[src/rtl/usfe_pkg.sv]
// package for the serial frame status and enable block
// assumes an Avalon-MM slave with byte addresses and 32-bit data
package usfe_pkg;
    // ========================================
    // register indices and byte addresses
    localparam logic [11:0] USFE_IDX_RX_HOLD  = 12'hF40;
    localparam logic [11:0] USFE_IDX_STATUS0  = 12'hF41;
    localparam logic [11:0] USFE_IDX_CTRL0    = 12'hF42;
    localparam logic [11:0] USFE_IDX_CTRL1    = 12'hF43;
    localparam logic [11:0] USFE_IDX_STATUS1  = 12'hF44;
    localparam int          USFE_ADDR_W       = 14;
    localparam logic [13:0] USFE_ADDR_RX_HOLD = {USFE_IDX_RX_HOLD, 2'h0};
    localparam logic [13:0] USFE_ADDR_STATUS0 = {USFE_IDX_STATUS0, 2'h0};
    localparam logic [13:0] USFE_ADDR_CTRL0   = {USFE_IDX_CTRL0, 2'h0};
    localparam logic [13:0] USFE_ADDR_CTRL1   = {USFE_IDX_CTRL1, 2'h0};
    localparam logic [13:0] USFE_ADDR_STATUS1 = {USFE_IDX_STATUS1, 2'h0};
    // ========================================
    // field positions
    localparam int USFE_C0_TX_ON      = 7;
    localparam int USFE_C0_RX_ON      = 6;
    localparam int USFE_C0_CTS_GATE   = 5;
    localparam int USFE_C1_NINTH_MODE = 6;
    localparam int USFE_S1_FIRST_BYTE = 1;
    localparam int USFE_S1_NINTH_BIT  = 0;
    localparam int USFE_S0_CTS_LEVEL  = 0;
    // ========================================
    // reset values
    localparam logic [7:0] USFE_CTRL0_RST   = 8'h00;
    localparam logic [7:0] USFE_CTRL1_RST   = 8'h00;
    localparam logic [7:0] USFE_RX_HOLD_RST = 8'h00;
endpackage

[src/rtl/usfe_sync.sv]
// two flip-flop synchroniser for one level from a pin
// assumes the pin is asynchronous to clk_i
`timescale 1ns/100ps
module usfe_sync (
    input  wire logic clk_i,
    input  wire logic rst_b_i,
    input  wire logic rst_val_i,
    input  wire logic async_i,
    output logic      sync_o
);
    logic meta_r;

    // rst_val_i must be a constant tie at the instance
    always_ff @(posedge clk_i) begin
        if (!rst_b_i) begin
            meta_r <= rst_val_i;
            sync_o <= rst_val_i;
        end else begin
            meta_r <= async_i;
            sync_o <= meta_r;
        end
    end
endmodule

[src/rtl/usfe_top.sv]
// serial port frame status, ninth bit capture and transmit/receive enables
// assumes the receiver delivers bytes on clk_i and cts_b_i comes from a pin
// How it works
// RULE1: software writes zeros to reserved status bits
// RULE2: new-frame flag set for frame's first byte
// RULE3: new-frame flag zero for any other byte
// RULE4: reading received byte clears new-frame flag
// RULE5: status bit 0 shows last ninth bit
// RULE6: reading received byte clears captured ninth bit
// RULE7: software changes control only while disabled
// RULE8: control bit 7 turns transmitter on
// RULE9: gated transmitter runs only with clear-to-send low
// RULE10: control bit 6 turns receiver on
// RULE11: status read returns present clear-to-send level
// RULE12: control bit selects nine-bit mode
//
// Added by the designer: the Avalon-MM interface to the registers.
`timescale 1ns/100ps
module usfe_top
    import usfe_pkg::*;
(
    input  wire logic                   clk_i,
    input  wire logic                   rst_b_i,
    input  wire logic [USFE_ADDR_W-1:0] avs_address_i,
    input  wire logic                   avs_read_i,
    input  wire logic                   avs_write_i,
    input  wire logic [31:0]            avs_writedata_i,
    input  wire logic [3:0]             avs_byteenable_i,
    output logic [31:0]                 avs_readdata_o,
    output logic                        avs_waitrequest_o,
    input  wire logic                   cts_b_i,
    input  wire logic                   rx_byte_valid_i,
    input  wire logic [7:0]             rx_byte_i,
    input  wire logic                   rx_ninth_i,
    input  wire logic                   rx_frame_start_i,
    output logic                        tx_enable_o,
    output logic                        rx_enable_o,
    output logic                        ninth_bit_mode_o
);
    // ========================================
    // state
    logic [7:0] ctrl0_r;
    logic [7:0] ctrl1_r;
    logic [7:0] rx_hold_r;
    logic       first_byte_of_frame_flag_r;
    logic       ninth_bit_received_r;
    logic       cts_b_sync;

    usfe_sync u_cts_sync (
        .clk_i     (clk_i),
        .rst_b_i   (rst_b_i),
        .rst_val_i (1'b1),
        .async_i   (cts_b_i),
        .sync_o    (cts_b_sync)
    );

    // ========================================
    // bus decode
    // every access waits exactly one cycle; read data is latched in that cycle
    wire       req_new   = (avs_read_i | avs_write_i) & avs_waitrequest_o;
    wire       acc_done  = (avs_read_i | avs_write_i) & ~avs_waitrequest_o;
    wire       sel_hold  = (avs_address_i == USFE_ADDR_RX_HOLD);
    wire       sel_st0   = (avs_address_i == USFE_ADDR_STATUS0);
    wire       sel_c0    = (avs_address_i == USFE_ADDR_CTRL0);
    wire       sel_c1    = (avs_address_i == USFE_ADDR_CTRL1);
    wire       sel_st1   = (avs_address_i == USFE_ADDR_STATUS1);
    wire       wr_lane0  = acc_done & avs_write_i & avs_byteenable_i[0];
    // RULE7 is left to software: writes while enabled are taken as given
    wire       wr_c0     = wr_lane0 & sel_c0;
    wire       wr_c1     = wr_lane0 & sel_c1;
    wire       rd_hold   = acc_done & avs_read_i & sel_hold;
    wire [7:0] status0   = {7'h00, cts_b_sync};                            // RULE11
    // reserved bits read zero; writes here are ignored
    wire [7:0] status1   = {6'h00, first_byte_of_frame_flag_r, ninth_bit_received_r}; // RULE1
    wire [7:0] rd_mux    = sel_hold ? rx_hold_r :
                           sel_st0  ? status0 :
                           sel_c0   ? ctrl0_r :
                           sel_c1   ? ctrl1_r :
                           sel_st1  ? status1 : 8'h00;
    wire [7:0] ctrl0_nxt = wr_c0 ? avs_writedata_i[7:0] : ctrl0_r;
    wire [7:0] ctrl1_nxt = wr_c1 ? avs_writedata_i[7:0] : ctrl1_r;

    // ========================================
    // receive capture
    wire       ninth_mode = ctrl1_r[USFE_C1_NINTH_MODE];                  // RULE12
    // a byte arriving with the clearing read wins over the clear
    wire       flag_nxt   = rx_byte_valid_i ? rx_frame_start_i :          // RULE2 RULE3
                            rd_hold         ? 1'b0 : first_byte_of_frame_flag_r; // RULE4
    wire       ninth_nxt  = rx_byte_valid_i ? (ninth_mode & rx_ninth_i) : // RULE5
                            rd_hold         ? 1'b0 : ninth_bit_received_r; // RULE6
    wire [7:0] hold_nxt   = rx_byte_valid_i ? rx_byte_i : rx_hold_r;

    // ========================================
    // enables
    wire tx_on_nxt = ctrl0_r[USFE_C0_TX_ON] &                              // RULE8
                     (~ctrl0_r[USFE_C0_CTS_GATE] | ~cts_b_sync);           // RULE9
    wire rx_on_nxt = ctrl0_r[USFE_C0_RX_ON];                               // RULE10

    always_ff @(posedge clk_i) begin
        if (!rst_b_i) begin
            ctrl0_r <= USFE_CTRL0_RST;
            ctrl1_r <= USFE_CTRL1_RST;
        end else begin
            ctrl0_r <= ctrl0_nxt;
            ctrl1_r <= ctrl1_nxt;
        end
    end

    always_ff @(posedge clk_i) begin
        if (!rst_b_i) begin
            rx_hold_r                  <= USFE_RX_HOLD_RST;
            first_byte_of_frame_flag_r <= 1'b0;
            ninth_bit_received_r       <= 1'b0;
        end else begin
            rx_hold_r                  <= hold_nxt;
            first_byte_of_frame_flag_r <= flag_nxt;
            ninth_bit_received_r       <= ninth_nxt;
        end
    end

    always_ff @(posedge clk_i) begin
        if (!rst_b_i) begin
            avs_waitrequest_o <= 1'b1;
            avs_readdata_o    <= 32'h0000_0000;
        end else begin
            avs_waitrequest_o <= ~req_new;
            if (req_new && avs_read_i) begin
                avs_readdata_o <= {24'h00_0000, rd_mux};
            end
        end
    end

    always_ff @(posedge clk_i) begin
        if (!rst_b_i) begin
            tx_enable_o      <= 1'b0;
            rx_enable_o      <= 1'b0;
            ninth_bit_mode_o <= 1'b0;
        end else begin
            tx_enable_o      <= tx_on_nxt;
            rx_enable_o      <= rx_on_nxt;
            ninth_bit_mode_o <= ninth_mode;
        end
    end
endmodule

[config.mk]
export PLATFORM = sky130hd
export DESIGN_NAME = usfe_top
export DESIGN_NICKNAME = d
export VERILOG_FILES = /design/src/rtl/usfe_pkg.sv /design/src/rtl/usfe_sync.sv /design/src/rtl/usfe_top.sv
export SDC_FILE = /design/constraint.sdc
export NUM_CORES = 1
export LEC_CHECK = 0
export ABC_AREA = 0
export BUFFER_PORTS_ARGS = -buffer_cell sky130_fd_sc_hd__clkbuf_2
export CORE_ASPECT_RATIO = 0.9
export CORE_MARGIN = 4
export CORE_UTILIZATION = 44
export DETAILED_ROUTE_END_ITERATION = 16
export PLACE_DENSITY = 0.84
export SLEW_MARGIN = 20
export SYNTH_ARGS = -nofsm -noshare
export SYNTH_HDL_FRONTEND = slang
export SYNTH_HIERARCHICAL = 1
export SYNTH_SLANG_ARGS = --single-unit
[constraint.sdc]
create_clock -name clk_i -period 4.8 [get_ports clk_i]
set_input_delay 0.24 -clock clk_i [delete_from_list [all_inputs] [get_ports clk_i]]
set_output_delay 0.24 -clock clk_i [all_outputs]
set_load 0.02 [all_outputs]
==> impl_metrics.env, run 1 <==
export IMPL_via_count=1533
export IMPL_synthSimpleGateAreaFrac_pct=17.48
export IMPL_cts_sinks=40
export IMPL_drive_gt1_share_pct=28.63
export IMPL_synthAdderAreaFrac_pct=0
export IMPL_yosysSeqAreaShare_pct=40.69
export IMPL_cp_max_fo=9
export IMPL_rows=22
export IMPL_wl_mm=4.108
export IMPL_worstSkewPairLatency_ns=0.29
export IMPL_initial_core_util_pct=47.04
export IMPL_grt_start_max_net_pins=46
export IMPL_finalNetCount=321
export IMPL_rsz0062_at_grt="no"
export IMPL_synth_main_ff_cell="dfxtp_1"
export IMPL_drc=0
export IMPL_irDropWorstVdd_mv=0.2428
export IMPL_grt_overflow=0
export IMPL_io_pins=102
export IMPL_wl_per_cell_um=13.04
export IMPL_fin_ws_ns=2.675
export IMPL_endpoint="ctrl0_r[0]"
export IMPL_cpPeakStageDelay_ns=0.63
export IMPL_synth_top_family_by_area="simple AND/OR/NAND/NOR gates"
export IMPL_worstPathArrival_ns=2.34
export IMPL_drt_initial_drc_count=57
export IMPL_n_antenna_cell=0
export IMPL_r2r_slack_ns=3.29
export IMPL_fin_tns_setup_ns=0
export IMPL_fp_dieH_um=71.45
export IMPL_n_fill_cell=404
export IMPL_grt_pass1_vias=1433
export IMPL_syn_area_per_cell_sq_um=9.508
export IMPL_power_density_nw_per_um2=295.9
export IMPL_ys_ff_latch=40
export IMPL_crit_start="avs_address_i[4]"
export IMPL_dr_pass1_iters=4
export IMPL_clk_pin_slew_worst_paths_ns=0.07
export IMPL_htreeDepth=2
export IMPL_required_ns=5.01
export IMPL_maxCapViolations=0
export IMPL_reg2reg_to="avs_readdata_o[1]"
export IMPL_fmax_mhz=470.6
export IMPL_antenna_found_initial=0
export IMPL_synth_compound_area_share_pct=12.08
export IMPL_gp_congestion=0.7941
export IMPL_slew_viol_final=0
export IMPL_portBuffers=50
export IMPL_crit_path_cell_trace="clkbuf_2 > or4_4 > nor4_4 > and4_1 > mux2i_1"
export IMPL_r2r_cells=4
export IMPL_vias_per_cell=4.867
export IMPL_cts_hold_buf=0
export IMPL_status="finished, final reports clean"
export IMPL_cts_root_buf="clkbuf_8"
export IMPL_yosys_warnings=6
export IMPL_relSlewSlack_pct=48.71
export IMPL_worstReg2RegStart="avs_waitrequest_o"
export IMPL_crit_path_end_kind="flop"
export IMPL_syn2layout_area_growth_pct=14.75
export IMPL_p_leak_nw=1.050
export IMPL_hold_path_class="in2reg"
export IMPL_cts_buffers=5
export IMPL_coreArea_sq_um=4184
export IMPL_cts_path_max_buffers=2
export IMPL_worst_setup_path_type="in2reg"
export IMPL_start_kind="input pin"
export IMPL_synth_xor_area_share_pct=0
export IMPL_ctsResizeCount=0
export IMPL_period_share_pct=44.27
export IMPL_cts_tree="yes"
export IMPL_synthArstFlopShare_pct=0
export IMPL_worst_slew_pin_slew_ns=0.7694
export IMPL_setup_viol=0
export IMPL_hpwlAfterDp_mm=3.180
export IMPL_min_from="cts_b_i"
export IMPL_stdcell_area_sq_um=2258
export IMPL_slowest_stage="and4_1"
export IMPL_grt_pass1_wl_mm=6.748
export IMPL_cts_setup_buffers=0
export IMPL_die_w_um=78.50
export IMPL_min_period_ns=2.125
export IMPL_post_place_ws_ns=2.383
export IMPL_netlist_area_sq_um=1968
export IMPL_track_usage_pct=15.40
export IMPL_skew_ns=0.002972
export IMPL_dieArea_sq_um=5609
export IMPL_synth_cell_types=42
export IMPL_muxShareOfSynthArea_pct=16.78
export IMPL_placed_cell_area_sq_um=2162
export IMPL_antenna_left=0
export IMPL_synth_cells=207
export IMPL_synth_edff_count=0
export IMPL_finalHoldViolations=0
## per-layer routing
metal  GRT usage (%)  wire length, um  vias up  part of all wire [%]
met4           4.078               37        0                  0.90
met2           23.94             1873       61                    46
met1           19.69             1808      694                    44
met5               0                0        -                     0
met3           6.533              389        4                   9.5
li1                -                -      774                     -
## cells by family after synthesis
kind of cell	Yosys count
and+or+nand+nor	57
DFF	40
buffers and inverters	40
AOI/OAI and AO/OA	36
muxes	32
other	2
## synthesized netlist by cell type, types with 3 or more instances
cell type	count	area [sq um]
a21oi_1	8	40.04
o21ai_0	10	50.05
buf_4	24	180.2
dfxtp_1	40	800.8
clkbuf_1	6	22.52
nor2b_1	9	56.30
nand2_1	27	101.4
mux2i_1	24	240.2
a22oi_1	5	37.54
nor3_1	3	15.01
mux2_2	8	90.09
inv_1	7	26.28
## area by class of cell
class                           count  area, sq um  share of cell area, %
Timing Repair Buffer               50        250.2                  11.08
Clock buffer                        7        96.34                  4.266
Tap cell                           60        75.07                  3.324
Sequential cell                    40        800.8                  35.46
Inverter                            7        26.28                  1.163
Multi-Input combinational cell    151         1010                  44.71
## metrics by stage
step,hold slack [ns],std cells,utilization [%],power (mW)
2_1_floorplan,0.3559,231,-,0.4250
3_3_place_gp,0.4387,308,51.67,0.4378
3_5_place_dp,0.4408,308,51.67,0.4397
4_1_cts,0.1769,315,53.98,0.6730
5_1_grt,0.1780,315,53.98,0.6990
6_report,0.1774,315,53.98,0.6682
## where the power goes
part / switching (mW) / internal (mW) / total [mW]
clock: 0.108 / 0.128 / 0.236
combinational: 0.0552 / 0.0291 / 0.0843
sequential: 0.00581 / 0.342 / 0.348
## how the worst min path moves through the flow
stage	endpoint	slack, ns	depth (start not counted)
2_1_floorplan	avs_waitrequest_o	0.36	1
3_3_place_gp	u_cts_sync/sync_o	0.44	1
3_5_place_dp	rx_enable_o	0.44	2
4_1_cts	u_cts_sync/meta_r	0.18	2
5_1_grt	u_cts_sync/meta_r	0.18	2
6_report	u_cts_sync/meta_r	0.18	2
## registers in the layout, indices dropped and copies added, names as in the netlist
register	cells
u_cts_sync/meta_r	1
ninth_bit_mode_o	1
ninth_bit_received_r	1
avs_readdata_o	8
rx_hold_r	8
tx_enable_o	1
ctrl0_r	8
avs_waitrequest_o	1
first_byte_of_frame_flag_r	1
u_cts_sync/sync_o	1
ctrl1_r	8
rx_enable_o	1
## worst max-delay path, delay by kind of cell
kind,cells,cell delay [ns]
multiplexers,1,0.25
buffers and inverters,1,0.11
AND/OR/NAND/NOR,3,1.73
## placed cells by master, fill, tap and decap left out, types with 2 or more instances in the layout
master	instances
a21boi_0	2
a21oi_1	8
a22oi_1	5
a311o_1	2
a32oi_1	2
clkbuf_2	50
clkbuf_8	7
conb_1	26
dfxtp_1	40
inv_1	7
mux2_2	8
mux2i_1	24
nand2_1	27
nor2_1	2
nor2b_1	9
nor3_1	3
o21ai_0	10
No activity file was read; power rests on OpenSTA's default activity.
==> inputs of run 2 (changes only) <==
--- a/config.mk
+++ b/config.mk
@@ -9,9 +9,9 @@
 export BUFFER_PORTS_ARGS = -buffer_cell sky130_fd_sc_hd__clkbuf_2
 export CORE_ASPECT_RATIO = 0.9
 export CORE_MARGIN = 4
-export CORE_UTILIZATION = 44
+export CORE_UTILIZATION = 41
 export DETAILED_ROUTE_END_ITERATION = 16
-export PLACE_DENSITY = 0.84
+export PLACE_DENSITY = 0.82
 export SLEW_MARGIN = 20
 export SYNTH_ARGS = -nofsm -noshare
 export SYNTH_HDL_FRONTEND = slang
==> constraint.sdc (replaced) <==
create_clock -name clk_i -period 1.93 [get_ports clk_i]
set_input_delay 0.0965 -clock clk_i [delete_from_list [all_inputs] [get_ports clk_i]]
set_output_delay 0.0965 -clock clk_i [all_outputs]
set_load 0.02 [all_outputs]
==> run 2 against run 1 <==
Worst hold slack worse by 0.14 ns. Register-to-register slack worse by 2.8 ns. Wire length is 1.8% higher. Non-clock buffer count is 7 higher. Largest power group unchanged. Die area is 6.5% higher. Critical path type is now reg2reg. Power is 150% higher. Core utilization is 3.2 points lower. Sequential share of layout area is 0.75 points lower. Critical path depth is 1 lower. Sequential power is 150% higher. Sequential cell count stayed put. Combinational power grew to 2.6 times the previous value.
==> impl_metrics.env, run 2 (synthesized netlist as in run 1, its figures left out) <==
export IMPL_status="finished, final reports clean"
export IMPL_cts_root_buf="clkbuf_8"
export IMPL_cts_sinks=40
export IMPL_portBuffers=50
export IMPL_min_period_ns=1.484
export IMPL_reg2reg_to="avs_readdata_o[1]"
export IMPL_grt_pass1_wl_mm=6.582
export IMPL_htreeDepth=2
export IMPL_worstReg2RegStart="avs_waitrequest_o"
export IMPL_worstPathArrival_ns=1.70
export IMPL_coreArea_sq_um=4547
export IMPL_layout_common_cells="clkbuf_2 (50), dfxtp_1 (40), nand2_1 (27), conb_1 (26), mux2i_1 (24)"
export IMPL_n_antenna_cell=0
export IMPL_io_pins=102
export IMPL_fp_dieH_um=73.73
export IMPL_fin_util_pct=50.74
export IMPL_fin_tns_setup_ns=0
export IMPL_r2r_slack_ns=0.45
export IMPL_initial_core_util_pct=43.29
export IMPL_vias_per_cell=4.846
export IMPL_hold_depth=2
export IMPL_cts_setup_buffers=0
export IMPL_worstSkewPairLatency_ns=0.29
export IMPL_grt_start_max_net_pins=25
export IMPL_dr_pass1_iters=4
export IMPL_required_ns=2.15
export IMPL_grt_pass1_vias=1431
export IMPL_irDropWorstVdd_mv=0.4733
export IMPL_worst_setup_path_type="reg2reg"
export IMPL_antenna_found_initial=0
export IMPL_finalHoldViolations=0
export IMPL_grt_overflow=0
export IMPL_drt_initial_drc_count=72
export IMPL_placed_cell_area_sq_um=2217
export IMPL_stdcell_area_sq_um=2307
export IMPL_cpPeakStageDelay_ns=0.42
export IMPL_cp_num_buf_inv=0
export IMPL_skew_ns=0.004443
export IMPL_maxCapViolations=0
export IMPL_r2r_cells=4
export IMPL_hold_path_end="u_cts_sync/meta_r"
export IMPL_min_from="cts_b_i"
export IMPL_slowest_stage="dfxtp_1"
export IMPL_cts_hold_buf=0
export IMPL_wl_mm=4.182
export IMPL_drc=0
export IMPL_total_power_mw=1.645
export IMPL_setup_viol=0
export IMPL_cts_path_max_buffers=2
export IMPL_cp_max_fo=13
export IMPL_power_density_nw_per_um2=713.1
export IMPL_die_w_um=81.03
export IMPL_gp_congestion=0.7840
export IMPL_track_usage_pct=14.42
export IMPL_p_leak_nw=1.081
export IMPL_via_count=1575
export IMPL_final_common_cell="clkbuf_2"
export IMPL_cts_buffers=5
export IMPL_drive_gt1_share_pct=30.04
export IMPL_start_kind="flop"
export IMPL_clk_pin_slew_worst_paths_ns=0.07
export IMPL_crit_path_end_kind="flop"
export IMPL_dieArea_sq_um=5974
export IMPL_rsz0062_at_grt="no"
export IMPL_rows=23
export IMPL_fmax_mhz=673.9
export IMPL_cts_tree="yes"
export IMPL_syn2layout_area_growth_pct=17.23
export IMPL_hpwlAfterDp_mm=3.216
export IMPL_hold_path_class="in2reg"
export IMPL_period_share_pct=76.89
export IMPL_crit_family="compound AO/OA/AOI/OAI gates"
export IMPL_slew_viol_final=0
export IMPL_ctsResizeCount=0
export IMPL_antenna_left=0
export IMPL_wl_per_cell_um=12.87
export IMPL_finalNetCount=328
export IMPL_timing_hold_ws_ns=0.03298
export IMPL_crit_path_cell_trace="and2_1 > o21ai_0 > a31o_2 > o22ai_1"
run 2: worst max-delay path by stage:
stage	slack [ns]	cells past startpoint	end	start
after detailed placement	0.15	6	ctrl0_r[6]	avs_address_i[4]
after global routing	0.31	4	avs_readdata_o[1]	avs_waitrequest_o
final	0.45	4	avs_readdata_o[1]	avs_waitrequest_o
after CTS	0.45	6	ctrl0_r[0]	avs_address_i[4]
after global placement	0.17	6	ctrl1_r[6]	avs_address_i[4]
after floorplan	0.27	5	ctrl0_r[0]	avs_address_i[4]
run 2: cell type report:
type                    instances  area (sq um)
well taps                      62         77.57
fillers                       445          2240
clock buffers                   8         90.09
repair buffers                 57         302.8
flip-flops and latches         40         800.8
multi-input cells             151          1010
inverters                       7         26.28
run 2: stage by stage:
stage | cells | setup slack, ns
2_1_floorplan | 231 | 0.2670
3_3_place_gp | 317 | 0.1677
3_5_place_dp | 317 | 0.1462
4_1_cts | 325 | 0.4505
5_1_grt | 325 | 0.3089
6_report | 325 | 0.4460
run 2: worst reg2reg max path, stage by stage (launching register included):
cell	delay, ns
dfxtp_1	0.42
and2_1	0.42
o21ai_0	0.18
a31o_2	0.25
o22ai_1	0.15
run 2: power breakdown:
part / switching [mW] / internal, mW / leakage (nW) / total (mW)
sequential: 0.0145 / 0.851 / 0.326 / 0.866
clock: 0.274 / 0.291 / 0.0455 / 0.565
combinational: 0.139 / 0.0755 / 0.709 / 0.215
run 2: metal layers:
layer  share of wire, %  vias to the layer above  routed length [um]  global-route usage [%]
met5                  0                        -                   0                       0
met3                9.3                        8                 388                   3.922
met2                 46                       67                1931                   23.25
met1                 43                      710                1800                   17.84
li1                   -                      790                   -                       -
met4                1.5                        0                  61                   6.754
